$ cat src/mdac_regs.vh
`ifndef MDAC_REGS_VH
`define MDAC_REGS_VH
// register indices; the bus byte address is the index times four
`define MDAC_IDX_OP0 8'hf9
`define MDAC_IDX_OP1 8'hfa
`define MDAC_IDX_OP2 8'hfb
`define MDAC_IDX_OP3 8'hfc
`define MDAC_IDX_OP4 8'hfd
`define MDAC_IDX_OP5 8'hfe
`define MDAC_IDX_ARC 8'hff
`define MDAC_IDX_IRQ_STAT 8'h40
`define MDAC_IDX_IRQ_MASK 8'h41
// arith_control field positions
`define MDAC_ARC_ERR 7
`define MDAC_ARC_OVF 6
`define MDAC_ARC_DIR 5
`define MDAC_ARC_RST 8'h00
// interrupt status bits
`define MDAC_IRQ_DONE 0
`define MDAC_IRQ_ERR 1
`define MDAC_IRQ_OVF 2
// divide latencies in cycles from the last load write; the multiply result lands at MDAC_LAT_MUL less one
`define MDAC_LAT_DIV32 17
`define MDAC_LAT_DIV16 9
`define MDAC_LAT_MUL 10
`define MDAC_LAT_SH_BASE 2
`endif

$ cat src/mdac_muldiv_accel.v
// Notes on behaviour
// - unsigned multiply, divide, shift, normalise only
// - 32/16 divide ready after 17 cycles
// - 16/16 divide ready after 9 cycles
// - 16x16 multiply ready after 9 cycles
// - divide load order, byte0 resets, last starts
// - divide read order ends at control read
// - multiply load and read order
// - zero shift count means normalise, count returned
// - normalise left, result back, control write starts
// - nonzero count shifts exactly that many places
// - direction one right, zero left, result stored
// - shift result replaces bytes 0 to 3
// - error tracking from byte0 write to last read
// - operand write while busy sets error
// - control read clears error flag
// - overflow on zero divisor, big product, normalised
`include "mdac_regs.vh"
`default_nettype none
module mdac_muldiv_accel #(
  parameter integer LAT_MUL = `MDAC_LAT_MUL
) (
  // clock and reset
  input wire core_clk_i,
  input wire resetn_i,
  // ahb-lite slave
  input wire hsel_i,
  input wire [31:0] haddr_i,
  input wire [1:0] htrans_i,
  input wire hwrite_i,
  input wire [2:0] hsize_i,
  input wire [31:0] hwdata_i,
  input wire hready_i,
  output reg [31:0] hrdata_o,
  output reg hreadyout_o,
  output reg hresp_o,
  // interrupt
  output reg irq_o
);
  // =====================================================
  // reset release
  reg rst_s1_r;
  reg rst_n_r;
  // two-stage release keeps reset removal synchronous
  always @(posedge core_clk_i or negedge resetn_i) begin
    if (!resetn_i) begin
      rst_s1_r <= 1'b0;
      rst_n_r <= 1'b0;
    end else begin
      rst_s1_r <= 1'b1;
      rst_n_r <= rst_s1_r;
    end
  end

  // =====================================================
  // helpers
  function [31:0] byte_addr;
    input [7:0] idx;
    begin
      byte_addr = {22'd0, idx, 2'b00};
    end
  endfunction

  // =====================================================
  // ahb address phase capture
  reg wr_pend_r;
  reg [7:0] wr_idx_r;
  reg [7:0] rd_idx;
  reg [7:0] idx_c;
  wire take = hsel_i && hready_i && htrans_i[1];
  wire addr_ok = (haddr_i[31:10] == 22'd0) && (haddr_i[1:0] == 2'b00);
  always @* begin
    idx_c = addr_ok ? haddr_i[9:2] : 8'h00;
    rd_idx = (take && !hwrite_i) ? idx_c : 8'h00;
  end
  wire rd_now = take && !hwrite_i;
  // ready stays high through reset as well, so requests made before the
  // two-edge release are dropped: software must wait that out
  // writes land in the data phase, one cycle after the address
  always @(posedge core_clk_i or negedge rst_n_r) begin
    if (!rst_n_r) begin
      wr_pend_r <= 1'b0;
      wr_idx_r <= 8'h00;
      hreadyout_o <= 1'b1;
      hresp_o <= 1'b0;
    end else begin
      wr_pend_r <= take && hwrite_i;
      wr_idx_r <= idx_c;
      hreadyout_o <= 1'b1;
      hresp_o <= 1'b0;
    end
  end
  wire [7:0] wdat = hwdata_i[7:0];
  wire wr_op0 = wr_pend_r && wr_idx_r == `MDAC_IDX_OP0;
  wire wr_op1 = wr_pend_r && wr_idx_r == `MDAC_IDX_OP1;
  wire wr_op2 = wr_pend_r && wr_idx_r == `MDAC_IDX_OP2;
  wire wr_op3 = wr_pend_r && wr_idx_r == `MDAC_IDX_OP3;
  wire wr_op4 = wr_pend_r && wr_idx_r == `MDAC_IDX_OP4;
  wire wr_op5 = wr_pend_r && wr_idx_r == `MDAC_IDX_OP5;
  wire wr_arc = wr_pend_r && wr_idx_r == `MDAC_IDX_ARC;
  wire wr_any_op = wr_op0 | wr_op1 | wr_op2 | wr_op3 | wr_op4 | wr_op5;
  wire rd_arc = rd_now && rd_idx == `MDAC_IDX_ARC;

  // =====================================================
  // load sequence tracking
  localparam [2:0] S_IDLE = 3'd0;
  localparam [2:0] S_MUL = 3'd1;
  localparam [2:0] S_DIV = 3'd2;
  localparam [2:0] S_SHF = 3'd3;
  localparam [2:0] S_DONE = 3'd4;
  reg [2:0] st_r;
  reg [5:0] wmask_r; // which operand bytes have been written since byte0
  reg mul_ord_r; // byte1 arrived after byte4: the multiply load order
  reg [7:0] op_r [0:5];
  reg [7:0] arc_r;
  reg err_r;
  reg ovf_r;
  reg [4:0] mcnt_r;
  reg wide_r;
  reg [31:0] prod_r;
  wire busy = (st_r == S_MUL) || (st_r == S_DIV) || (st_r == S_SHF);
  // order of writes picks the operation: 4 then 1 then 5 is multiply;
  // the plain byte mask cannot tell this from a short divide (0,1,4,5)
  wire start_mul = wr_op5 && mul_ord_r && !wmask_r[2];
  wire start_div = wr_op5 && !start_mul;
  wire start_shf = wr_arc;
  wire div_wide = wmask_r[2] | wmask_r[3];
  wire [31:0] dvd = {op_r[3], op_r[2], op_r[1], op_r[0]};
  wire [15:0] dvs = {op_r[5], op_r[4]};

  wire div_busy;
  wire [31:0] div_q;
  wire [15:0] div_rem;
  wire shf_busy;
  wire [31:0] shf_val;
  wire [4:0] shf_cnt;
  // both engines latch their operands at start: the bus bytes move on
  // divider engine
  mdac_divider u_div (
    .core_clk_i(core_clk_i),
    .rst_n_i(rst_n_r),
    .start_i(start_div),
    .wide_i(div_wide),
    .dividend_i(dvd),
    .divisor_i({wdat, op_r[4]}),
    .busy_o(div_busy),
    .quot_o(div_q),
    .rem_o(div_rem)
  );
  mdac_shifter u_shf (
    .core_clk_i(core_clk_i),
    .rst_n_i(rst_n_r),
    .start_i(start_shf),
    .norm_i(wdat[4:0] == 5'd0),
    .right_i(wdat[`MDAC_ARC_DIR]),
    .count_i(wdat[4:0]),
    .value_i(dvd),
    .busy_o(shf_busy),
    .value_o(shf_val),
    .shifts_o(shf_cnt)
  );

  // =====================================================
  // operation state and operand registers
  integer i;
  reg done_ev;
  reg err_ev;
  reg ovf_ev;
  always @(posedge core_clk_i or negedge rst_n_r) begin
    if (!rst_n_r) begin
      st_r <= S_IDLE;
      wmask_r <= 6'd0;
      mul_ord_r <= 1'b0;
      arc_r <= `MDAC_ARC_RST;
      err_r <= 1'b0;
      ovf_r <= 1'b0;
      mcnt_r <= 5'd0;
      wide_r <= 1'b0;
      prod_r <= 32'h0000_0000;
      done_ev <= 1'b0;
      err_ev <= 1'b0;
      ovf_ev <= 1'b0;
      for (i = 0; i < 6; i = i + 1) begin
        op_r[i] <= 8'h00;
      end
    end else begin
      done_ev <= 1'b0;
      err_ev <= 1'b0;
      ovf_ev <= 1'b0;
      if (rd_arc) begin
        err_r <= 1'b0;
      end
      if (wr_any_op && busy) begin
        err_r <= 1'b1;
        err_ev <= 1'b1;
      end
      if (wr_op0) begin
        wmask_r <= 6'b00_0001;
        mul_ord_r <= 1'b0;
        st_r <= S_IDLE;
        ovf_r <= 1'b0;
      end else if (wr_any_op) begin
        wmask_r <= wmask_r | {wr_op5, wr_op4, wr_op3, wr_op2, wr_op1, 1'b0};
        // the order is judged when byte1 lands
        if (wr_op1) begin
          mul_ord_r <= wmask_r[4];
        end
      end
      if (wr_op0) op_r[0] <= wdat;
      if (wr_op1) op_r[1] <= wdat;
      if (wr_op2) op_r[2] <= wdat;
      if (wr_op3) op_r[3] <= wdat;
      if (wr_op4) op_r[4] <= wdat;
      if (wr_op5) op_r[5] <= wdat;
      if (wr_arc) begin
        arc_r[5:0] <= wdat[5:0];
      end
      if (start_mul) begin
        st_r <= S_MUL;
        mcnt_r <= LAT_MUL[4:0] - 5'd1;
        prod_r <= {op_r[1], op_r[0]} * {wdat, op_r[4]};
      end else if (start_div) begin
        // short divide skips bytes 2 and 3
        st_r <= S_DIV;
        wide_r <= div_wide;
        if ({wdat, op_r[4]} == 16'h0000) begin
          ovf_r <= 1'b1;
          ovf_ev <= 1'b1;
        end
      end else if (start_shf) begin
        // control write starts normalise or shift
        st_r <= S_SHF;
        if (wdat[4:0] == 5'd0 && op_r[3][7]) begin
          ovf_r <= 1'b1;
          ovf_ev <= 1'b1;
        end
      end else if (!wr_op0) begin
        // a byte0 restart wins over a finishing operation's write-back
        case (st_r)
          S_MUL: begin
            mcnt_r <= mcnt_r - 5'd1;
            if (mcnt_r == 5'd1) begin
              {op_r[3], op_r[2], op_r[1], op_r[0]} <= prod_r;
              st_r <= S_DONE;
              done_ev <= 1'b1;
              if (prod_r[31:16] != 16'h0000) begin
                ovf_r <= 1'b1;
                ovf_ev <= 1'b1;
              end
            end
          end
          S_DIV: begin
            if (!div_busy) begin
              {op_r[3], op_r[2], op_r[1], op_r[0]} <= wide_r ? div_q : {16'h0000, div_q[15:0]};
              {op_r[5], op_r[4]} <= div_rem;
              st_r <= S_DONE;
              done_ev <= 1'b1;
            end
          end
          S_SHF: begin
            if (!shf_busy) begin
              {op_r[3], op_r[2], op_r[1], op_r[0]} <= shf_val;
              if (arc_r[4:0] == 5'd0) begin
                arc_r[4:0] <= shf_cnt;
              end
              st_r <= S_DONE;
              done_ev <= 1'b1;
            end
          end
          S_DONE: begin
            if (rd_arc) begin
              st_r <= S_IDLE;
              wmask_r <= 6'd0;
              mul_ord_r <= 1'b0;
            end
          end
          default: st_r <= S_IDLE;
        endcase
      end
    end
  end

  // =====================================================
  // interrupt status and mask
  reg [2:0] ist_r;
  reg [2:0] imsk_r;
  wire rd_ist = rd_now && rd_idx == `MDAC_IDX_IRQ_STAT;
  // irq lags the status by one edge so that it leaves a flop
  // a new event wins over the read clear
  always @(posedge core_clk_i or negedge rst_n_r) begin
    if (!rst_n_r) begin
      ist_r <= 3'd0;
      imsk_r <= 3'd0;
      irq_o <= 1'b0;
    end else begin
      ist_r <= (rd_ist ? 3'd0 : ist_r) | {ovf_ev, err_ev, done_ev};
      if (wr_pend_r && wr_idx_r == `MDAC_IDX_IRQ_MASK) begin
        imsk_r <= wdat[2:0];
      end
      irq_o <= |(ist_r & imsk_r);
    end
  end

  // =====================================================
  // read data, registered in the data phase
  always @(posedge core_clk_i or negedge rst_n_r) begin
    if (!rst_n_r) begin
      hrdata_o <= 32'h0000_0000;
    end else if (rd_now) begin
      case (rd_idx)
        `MDAC_IDX_OP0: hrdata_o <= {24'd0, op_r[0]};
        `MDAC_IDX_OP1: hrdata_o <= {24'd0, op_r[1]};
        `MDAC_IDX_OP2: hrdata_o <= {24'd0, op_r[2]};
        `MDAC_IDX_OP3: hrdata_o <= {24'd0, op_r[3]};
        `MDAC_IDX_OP4: hrdata_o <= {24'd0, op_r[4]};
        `MDAC_IDX_OP5: hrdata_o <= {24'd0, op_r[5]};
        `MDAC_IDX_ARC: hrdata_o <= {24'd0, err_r, ovf_r, arc_r[5:0]};
        `MDAC_IDX_IRQ_STAT: hrdata_o <= {29'd0, ist_r};
        `MDAC_IDX_IRQ_MASK: hrdata_o <= {29'd0, imsk_r};
        default: hrdata_o <= 32'h0000_0000;
      endcase
    end
  end
  // no done flag visible in control register
  wire [31:0] unused_addr = byte_addr(8'h00) | {29'd0, hsize_i};
endmodule
`default_nettype wire

$ cat src/mdac_divider.v
`default_nettype none
// =====================================================
// restoring divider, two quotient bits per cycle
module mdac_divider (
  // clock and reset
  input wire core_clk_i,
  input wire rst_n_i,
  // command
  input wire start_i,
  input wire wide_i,
  input wire [31:0] dividend_i,
  input wire [15:0] divisor_i,
  // result
  output reg busy_o,
  output reg [31:0] quot_o,
  output reg [15:0] rem_o
);
  reg [4:0] cnt_r;
  reg [16:0] part_r;
  reg [16:0] t1;
  reg [16:0] t2;
  reg q1;
  reg q2;
  reg [15:0] dvs_r; // divisor held for the whole run, the bus byte moves on
  // two restoring steps unrolled per clock
  always @* begin
    t1 = {part_r[15:0], quot_o[31]};
    q1 = (t1 >= {1'b0, dvs_r});
    if (q1) begin
      t1 = t1 - {1'b0, dvs_r};
    end
    t2 = {t1[15:0], quot_o[30]};
    q2 = (t2 >= {1'b0, dvs_r});
    if (q2) begin
      t2 = t2 - {1'b0, dvs_r};
    end
  end
  // sixteen cycles for a 32-bit dividend, eight for 16-bit
  always @(posedge core_clk_i or negedge rst_n_i) begin
    if (!rst_n_i) begin
      busy_o <= 1'b0;
      cnt_r <= 5'd0;
      dvs_r <= 16'h0000;
      part_r <= 17'd0;
      quot_o <= 32'h0000_0000;
      rem_o <= 16'h0000;
    end else if (start_i) begin
      busy_o <= 1'b1;
      part_r <= 17'd0;
      dvs_r <= divisor_i;
      cnt_r <= wide_i ? 5'd16 : 5'd8;
      quot_o <= wide_i ? dividend_i : {dividend_i[15:0], 16'h0000};
    end else if (busy_o) begin
      part_r <= t2;
      quot_o <= {quot_o[29:0], q1, q2};
      cnt_r <= cnt_r - 5'd1;
      if (cnt_r == 5'd1) begin
        busy_o <= 1'b0;
        rem_o <= t2[15:0];
      end
    end
  end
endmodule
`default_nettype wire

$ cat src/mdac_shifter.v
`default_nettype none
// =====================================================
// one-bit-per-cycle shifter and normaliser
module mdac_shifter (
  // clock and reset
  input wire core_clk_i,
  input wire rst_n_i,
  // command
  input wire start_i,
  input wire norm_i,
  input wire right_i,
  input wire [4:0] count_i,
  input wire [31:0] value_i,
  // result
  output reg busy_o,
  output reg [31:0] value_o,
  output reg [4:0] shifts_o
);
  reg [4:0] left_r;
  reg norm_r; // mode and direction held for the run, the bus byte moves on
  reg right_r;
  // normalise stops at the first one in bit 31, at a zero value or at 31 shifts
  always @(posedge core_clk_i or negedge rst_n_i) begin
    if (!rst_n_i) begin
      busy_o <= 1'b0;
      value_o <= 32'h0000_0000;
      shifts_o <= 5'd0;
      left_r <= 5'd0;
      norm_r <= 1'b0;
      right_r <= 1'b0;
    end else if (start_i) begin
      busy_o <= 1'b1;
      value_o <= value_i;
      shifts_o <= 5'd0;
      left_r <= count_i;
      norm_r <= norm_i;
      right_r <= right_i;
    end else if (busy_o) begin
      if (norm_r) begin
        if (value_o[31] || value_o == 32'h0000_0000 || shifts_o == 5'd31) begin
          busy_o <= 1'b0;
        end else begin
          value_o <= {value_o[30:0], 1'b0};
          shifts_o <= shifts_o + 5'd1;
        end
      end else if (left_r == 5'd0) begin
        busy_o <= 1'b0;
      end else begin
        value_o <= right_r ? {1'b0, value_o[31:1]} : {value_o[30:0], 1'b0};
        left_r <= left_r - 5'd1;
      end
    end
  end
endmodule
`default_nettype wire

$ cat config.mk
export PLATFORM = sky130hd
export DESIGN_NAME = mdac_muldiv_accel
export DESIGN_NICKNAME = d
export VERILOG_FILES = /design/src/mdac_muldiv_accel.v /design/src/mdac_divider.v /design/src/mdac_shifter.v
export VERILOG_INCLUDE_DIRS = /design/src
export SDC_FILE = /design/constraint.sdc
export NUM_CORES = 1
export LEC_CHECK = 0
export ABC_AREA = 1
export ABC_CLOCK_PERIOD_IN_PS = 13100
export BUFFER_PORTS_ARGS = -buffer_cell sky130_fd_sc_hd__buf_2
export CORE_MARGIN = 2
export CORE_UTILIZATION = 50
export CTS_CLUSTER_SIZE = 28
export DETAILED_ROUTE_END_ITERATION = 8
export PLACE_DENSITY = 0.67
export SLEW_MARGIN = 20
export SYNTH_ARGS = -nofsm -noshare
export SYNTH_HDL_FRONTEND = slang
export SYNTH_SLANG_ARGS = --single-unit
$ cat constraint.sdc
create_clock -name core_clk_i -period 13.1 [get_ports core_clk_i]
set_input_delay 0 -clock core_clk_i [delete_from_list [all_inputs] [get_ports core_clk_i]]
set_output_delay 0 -clock core_clk_i [all_outputs]
set_load 0.01 [all_outputs]
* Word level (Yosys, flattened, before mapping)
Cells that the tools add are included.
** Operators by class
- Mux-type cells :: 122
- Reductions and logical operators :: 47
- Add/sub/neg operators :: 6
- Multipliers :: 1
- Equality and inequality tests :: 32
- Bitwise operators :: 11
- $lt $le $gt $ge :: 2
** Operators by type and width (number)
- 2-to-1 mux 32 bit :: 12
- 2-to-1 mux 48 bit :: 5
- 2-to-1 mux 5 bit :: 24
- equality test 8 bit (second input constant) :: 14
- case mux 32 bit (3 select lines) :: 1
- 2-to-1 mux 16 bit :: 5
- case mux 8 bit (9 select lines) :: 1
- 2-to-1 mux 8 bit :: 8
- 2-to-1 mux 6 bit :: 8
- 2-to-1 mux 1 bit :: 46
- greater-or-equal comparator 17 x 16 -> 1 bit :: 2
- zero test 32 bit :: 1
- multiplier 16 x 16 -> 32 bit :: 1
- subtractor 16 bit :: 2
- 2-to-1 mux 3 bit :: 10
- equality test 8 x 7 -> 1 bit (second input constant) :: 3
- zero test 22 bit :: 1
- logical AND 1 bit :: 20
- zero test 16 bit :: 1
- nonzero test 16 bit :: 1
- zero test 5 bit :: 3
- subtractor 5 x 1 -> 5 bit (second input constant) :: 3
- case mux 3 bit (4 select lines) :: 1
- AND reduction 3 bit :: 4
- 23 further kinds :: 44
** Word-level totals
- Output and inout port bits :: 35
- Bits of input ports :: 74
- Register bits :: 287
- Logic and storage cells :: 259

* Longest topological paths before layout
- Depth in word-level cells :: 15
- Depth in mapped cells :: 31
- Gate-level depth less buffers :: 28

* Cells and area by module
From an unflattened synthesis, not the netlist that was laid out.
** Second synthesis, totals
- Cells, all modules :: 3450
- Area total of the unflattened synthesis :: 24927.7 µm²
** Modules (own cells, without submodules)
- mdac_muldiv_accel :: seq. area each 3253.1 µm², area each 16135.5 µm², instances 1, cells an instance 2199
- mdac_divider :: seq. area each 2152.1 µm², area each 6039.5 µm², instances 1, cells an instance 847
- mdac_shifter :: seq. area each 1126.1 µm², area each 2752.6 µm², instances 1, cells an instance 404

* Worst setup path before layout
OpenSTA, ideal clock, no wires.
- Path kind :: register -> register
- Start point :: register op_r (netlist bit dvs[7])
- End point :: register prod_r[23]
- Stages on the path, launching flop included :: 24
- Data required time :: 12.968 ns
- Clock period less this slack :: 5.690 ns
- Data arrival time :: 5.558 ns
- Buffers on the path :: 2
- Library setup time :: 0.132 ns
- Setup slack :: 7.410 ns
- Cells stage by stage :: dfrtp_1 -> clkbuf_1 -> clkbuf_1 -> nand2_1 -> fa_1 -> inv_1 -> fa_1 -> inv_1 -> fa_1 -> inv_1 -> fa_1 -> fa_1 -> inv_1 -> fa_1 -> inv_1 -> ha_1 -> a21oi_1 -> o21ai_0 -> a21oi_1 -> o21ai_0 -> a21o_1 -> or2_2 -> nand3_1 -> o21ai_0
** On the way
- Word-level cells in the longest chain between the ends :: 1
** Ends and longest elaborated chain
- from (decl) :: RTL line mdac_muldiv_accel.v:114 : reg [7:0] op_r [0:5];
- multiplier 16 x 16 -> 32 bit :: RTL line mdac_muldiv_accel.v:221 : prod_r <= {op_r[1], op_r[0]} * {wdat, op_r[4]};
- to (signal assigned) :: RTL line mdac_muldiv_accel.v:221
- to (decl) :: RTL line mdac_muldiv_accel.v:120 : reg [31:0] prod_r;
No other way between the ends.
A chain may end at the register's enable or synchronous reset.

* Worst setup path after layout
- Start point :: register op_r (netlist bit dvd[6])
- End point :: register prod_r[23]
Same word-level chain as after synthesis.

==> results_tabular.tex <==
\begin{tabular}{lr}
\hline
Metric & Value \\
\hline
\multicolumn{2}{l}{\textbf{Placed design}} \\
Routability congestion estimate from global placement & 0.983 \\
Detail Placement HPWL & between 50,000 and 60,000 um \\
PortBufs & 54 \\
Cells after DPL & 3,978 \\
\multicolumn{2}{l}{\textbf{Power}} \\
Power per standard cell area & about 160 nW/um\^{}2 \\
Static leakage & 15.1 nW \\
Worst IR Drop VDD & approximately 0.00020 V \\
\multicolumn{2}{l}{\textbf{Detailed routing}} \\
Detailed-route DRC error count & 0 \\
Detail Route Antenna Nets & 0 \\
Sum of routed wire length over all layers & about 77,000 um \\
First-pass DRT Iterations & 7 \\
Number of DRC markers in iteration 0 & roughly 1,900 \\
Via-per-instance ratio & 5.57 \\
Vias after detailed routing & 22,500 \\
Mean routed wirelength per cell & 19.1 um \\
\multicolumn{2}{l}{\textbf{Timing}} \\
Max-slew headroom & around 22\% \\
Final min period & 6.42 ns \\
Final count of hold timing violations & 0 \\
Total setup violations reported at the end of the flow & 0 \\
Final worst clock skew & approximately 0.012 ns \\
Maximum clock frequency & around 160 MHz \\
Total Negative Setup Slacks & 0 ns \\
Count of pins over their slew limit & 0 \\
Slew of the pin with the lowest slew margin & roughly 1.2 ns \\
Setup repair after global routing missed its margin & no \\
Ratio of final minimum period to clock period & between 40\% and 50\% \\
Hold WS & between 0.04 and 0.05 ns \\
\multicolumn{2}{l}{\textbf{Worst setup path}} \\
Critical Path, Cell by Cell & buf\_4, nand2\_1, fa\_1, inv\_1, fa\_1, inv\_1, fa\_1, inv\_1, fa\_1, fa\_1, inv\_1, fa\_1, inv\_1, ha\_1, a21oi\_1, o21ai\_0, a21oi\_1, o21ai\_0, a21o\_1, or2\_2, nand3\_1, o21ai\_0 \\
R2r endpoint & prod\_r[23]\$\_DFFE\_PN0P\_ \\
Register-to-register path setup slack & roughly 6.7 ns \\
Kind of start point of the critical path & flip-flop \\
Data arrival at the endpoint of the critical path & 6.86 ns \\
Buffers \& Inverters on Critical Path & 6 \\
Required time worst endpoint & 13.53 ns \\
Cell mode on critical path & fa\_1 \\
Category of cells accounting for the largest share of critical-path delay & adder cells \\
Crit. End Element & flip-flop \\
Launch point of the worst reg-to-reg path & dvd[6]\$\_DFF\_PN0\_ \\
Critical-path cell with the highest stage delay & dfrtp\_1 \\
Number of cells on the worst reg-to-reg path & 22 \\
Maximum cell stage delay along the critical path & a little over 0.7 ns \\
Critical-path maximum fanout & 14 \\
Start-to-end type of the worst setup path & reg2reg \\
\multicolumn{2}{l}{\textbf{Status}} \\
Status & completed \\
\multicolumn{2}{l}{\textbf{Finish}} \\
Sequential standard cell area & roughly 6500 sq um \\
Number of standard cells in the layout, taps in and fillers out & approximately 4,000 \\
Fraction of layout instances using a drive strength above 1 & 5.38\% \\
Utilization after layout & $\sim$54\% \\
Fin nets & roughly 3,800 \\
Multi-input combinational cell area & 15,000 sq um \\
Layout overhead on the synthesized area & 7.41\% \\
Fill cell count & about 4,800 \\
Antenna diodes & 0 \\
\multicolumn{2}{l}{\textbf{GRT}} \\
Maximum number of pins on one net before global-route repair & between 150 and 200 \\
Aggregate global-route resource usage & a little under a third \\
Grt ovf & 0 \\
Via count of the first global-routing pass & $\sim$22,000 \\
Antenna violations before repair & 1 \\
Global-route wire length before repair & about 120,000 um \\
\multicolumn{2}{l}{\textbf{Floorplanning}} \\
Starting density of the core & 50.5\% \\
Num ports & approximately 110 \\
Floorplan die area & slightly above 50,000 sq um \\
Count of standard-cell rows & 81 \\
Die Ht & $\sim$230 um \\
Chip Width & 226 um \\
Core region area & roughly 49,000 sq um \\
\multicolumn{2}{l}{\textbf{Logic synthesis}} \\
Total of warnings raised by yosys & 0 \\
EDFF count, synth & 0 \\
Post-synthesis area per instance & between 7 and 8 sq um \\
Count of cell types in the netlist & 55 \\
Area share of the largest cell type after synthesis & 26.4\% \\
Leading cell types by count after synthesis & nand2\_1, inv\_1, o21ai\_0 \\
Mapped Area & about 25,000 sq um \\
Proportion of register bits with asynchronous set or reset after synthesis & 100\% \\
Cell with the most instances after synthesis & nand2\_1 \\
Synthesized netlist cell count & roughly 3,400 \\
Register bit count reported by yosys & 260 \\
Cell type contributing the most total cell area after synthesis & dfrtp\_1 \\
Ys flop type & dfrtp\_1 \\
Sequential-to-total area share from yosys stat & 26.4\% \\
Cell types occupying the most area after synthesis & dfrtp\_1, fa\_1, nand2\_1, inv\_1, ha\_1 \\
\multicolumn{2}{l}{\textbf{Clocking}} \\
Clock sink total & 260 \\
CTS clock-pin slew for the worst setup and hold paths & around 0.070 ns \\
Clk Latency, worst-skew pair & between 0.5 and 0.6 ns \\
Maximum level of the CTS H-tree & 1 \\
Maximum root-to-sink buffer count & 3 \\
Setup bufs post-CTS & 0 \\
CTS tree & yes \\
Quantity of gates resized following cts & 0 \\
Root buf cell & clkbuf\_16 \\
Number of buffers created by CTS & 29 \\
\multicolumn{2}{l}{\textbf{Min path}} \\
Origin of the worst min-delay path & hwdata\_i[5] \\
Cells on Worst Hold Path & 4 \\
Worst Hold Endpoint & u\_shf.right\_r\$\_DFFE\_PN0P\_ \\
Tightest Hold Check Type & in2reg \\
\multicolumn{2}{l}{\textbf{Flow run}} \\
Max Cap Viol & 0 \\
\hline
\end{tabular}
[final cells by class]
type / instances / area share [%]
inverter: 661 / 9.36
tap: 664 / 3.13
multi-input combinational: 2304 / 56.5
clock buffer: 38 / 2.98
timing repair buffer: 109 / 2.81
clock inverter: 11 / 0.708
sequential: 260 / 24.5
[layer usage]
layer	vias up	part of all wire, %	track usage, %
met5	-	0	0
met4	0	4.4	11.4
met3	198	9.5	7.44
met2	947	46	50.1
met1	10900	40	40.2
li1	10500	-	-
[power breakdown]
group	switching (mW)	leakage, nW	internal [mW]
combinational	1.69	11.8	1.00
clock	0.345	0.481	0.518
sequential	0.00222	2.83	0.804
total	2.04	15.1	2.32
[stage by stage]
stage          instance area (sq um)  worst slack, ns  power [mW]
4_1_cts                        26500             6.73        4.37
6_report                       26500             6.68        4.36
3_5_place_dp                   25300             6.76        3.48
5_1_grt                        26500             6.40        4.77
3_3_place_gp                   25300             6.73        3.47
2_1_floorplan                  24800             5.32        2.82
[tightest hold or removal path, stage by stage]
cell	delay, ns
buf_2	0.10
buf_4	0.25
nand2_1	0.13
o21ai_0	0.07
[flip-flops by register name, summed over array words and instances (netlist names), 3 cells and up]
| register | cells |
|---|---|
| st_r | 3 |
| u_div.part_r | 16 |
| dvs | 16 |
| mcnt_r | 5 |
| hrdata_o | 8 |
| u_shf.shifts_o | 5 |
| u_div.rem_o | 16 |
| wmask_r | 3 |
| arc_r | 5 |
| u_div.dvs_r | 16 |
| wr_idx_r | 8 |
| imsk_r | 3 |
| u_shf.left_r | 5 |
| ist_r | 3 |
| u_div.cnt_r | 5 |
| u_div.quot_o | 32 |
| prod_r | 32 |
| dvd | 32 |
| u_shf.value_o | 32 |
[worst max path at each step]
| stage | slack, ns | to | cells past startpoint | from |
|---|---|---|---|---|
| 6_report | 6.68 | prod_r[23]$_DFFE_PN0P_ | 22 | dvd[6]$_DFF_PN0_ |
| 5_1_grt | 6.40 | prod_r[23]$_DFFE_PN0P_ | 19 | dvs[2]$_DFF_PN0_ |
| 4_1_cts | 6.73 | prod_r[23]$_DFFE_PN0P_ | 22 | dvd[6]$_DFF_PN0_ |
| 3_5_place_dp | 6.76 | prod_r[23]$_DFFE_PN0P_ | 22 | dvd[6]$_DFF_PN0_ |
| 3_3_place_gp | 6.73 | prod_r[23]$_DFFE_PN0P_ | 22 | dvd[6]$_DFF_PN0_ |
| 2_1_floorplan | 5.32 | arc_r[0]$_DFF_PN0_ | 0 | rst_n_r$_DFF_PN0_ |
[what timing repair did]
| action | 4_1_cts | 5_1_grt |
|---|---|---|
| hold buffers | 20 | 0 |
| hold endpoints to repair | 16 | 0 |
| endpoints found under the setup margin | 0 | 0 |
[logic make-up after synthesis]
| family | Yosys count | synth area share [%] |
|---|---|---|
| simple gates | 1386 | 23.7 |
| buf+inv | 837 | 13.4 |
| compound gates | 504 | 11.6 |
| fa+ha+maj | 340 | 23.2 |
| flops | 260 | 26.4 |
| xor+xnor | 41 | 1.45 |
| mux | 6 | 0.243 |
| other cells | 2 | 0.0304 |
[placed cells by master (no fill, tap or decap), types with 24 or more instances in the layout]
cell       netlist  layout
a21oi_1         83      83
buf_2           23      54
buf_4           33      34
clkbuf_16        0      29
conb_1           2      27
dfrtp_1        260     259
fa_1           196     196
ha_1           144     144
inv_1          650     650
nand2_1        908     908
nand3_1        157     157
nand4_1         70      70
nor2_1         168     165
o21ai_0        278     278
o221ai_1        24      24
o22ai_1         29      29
(Power assumes the default switching activity.)
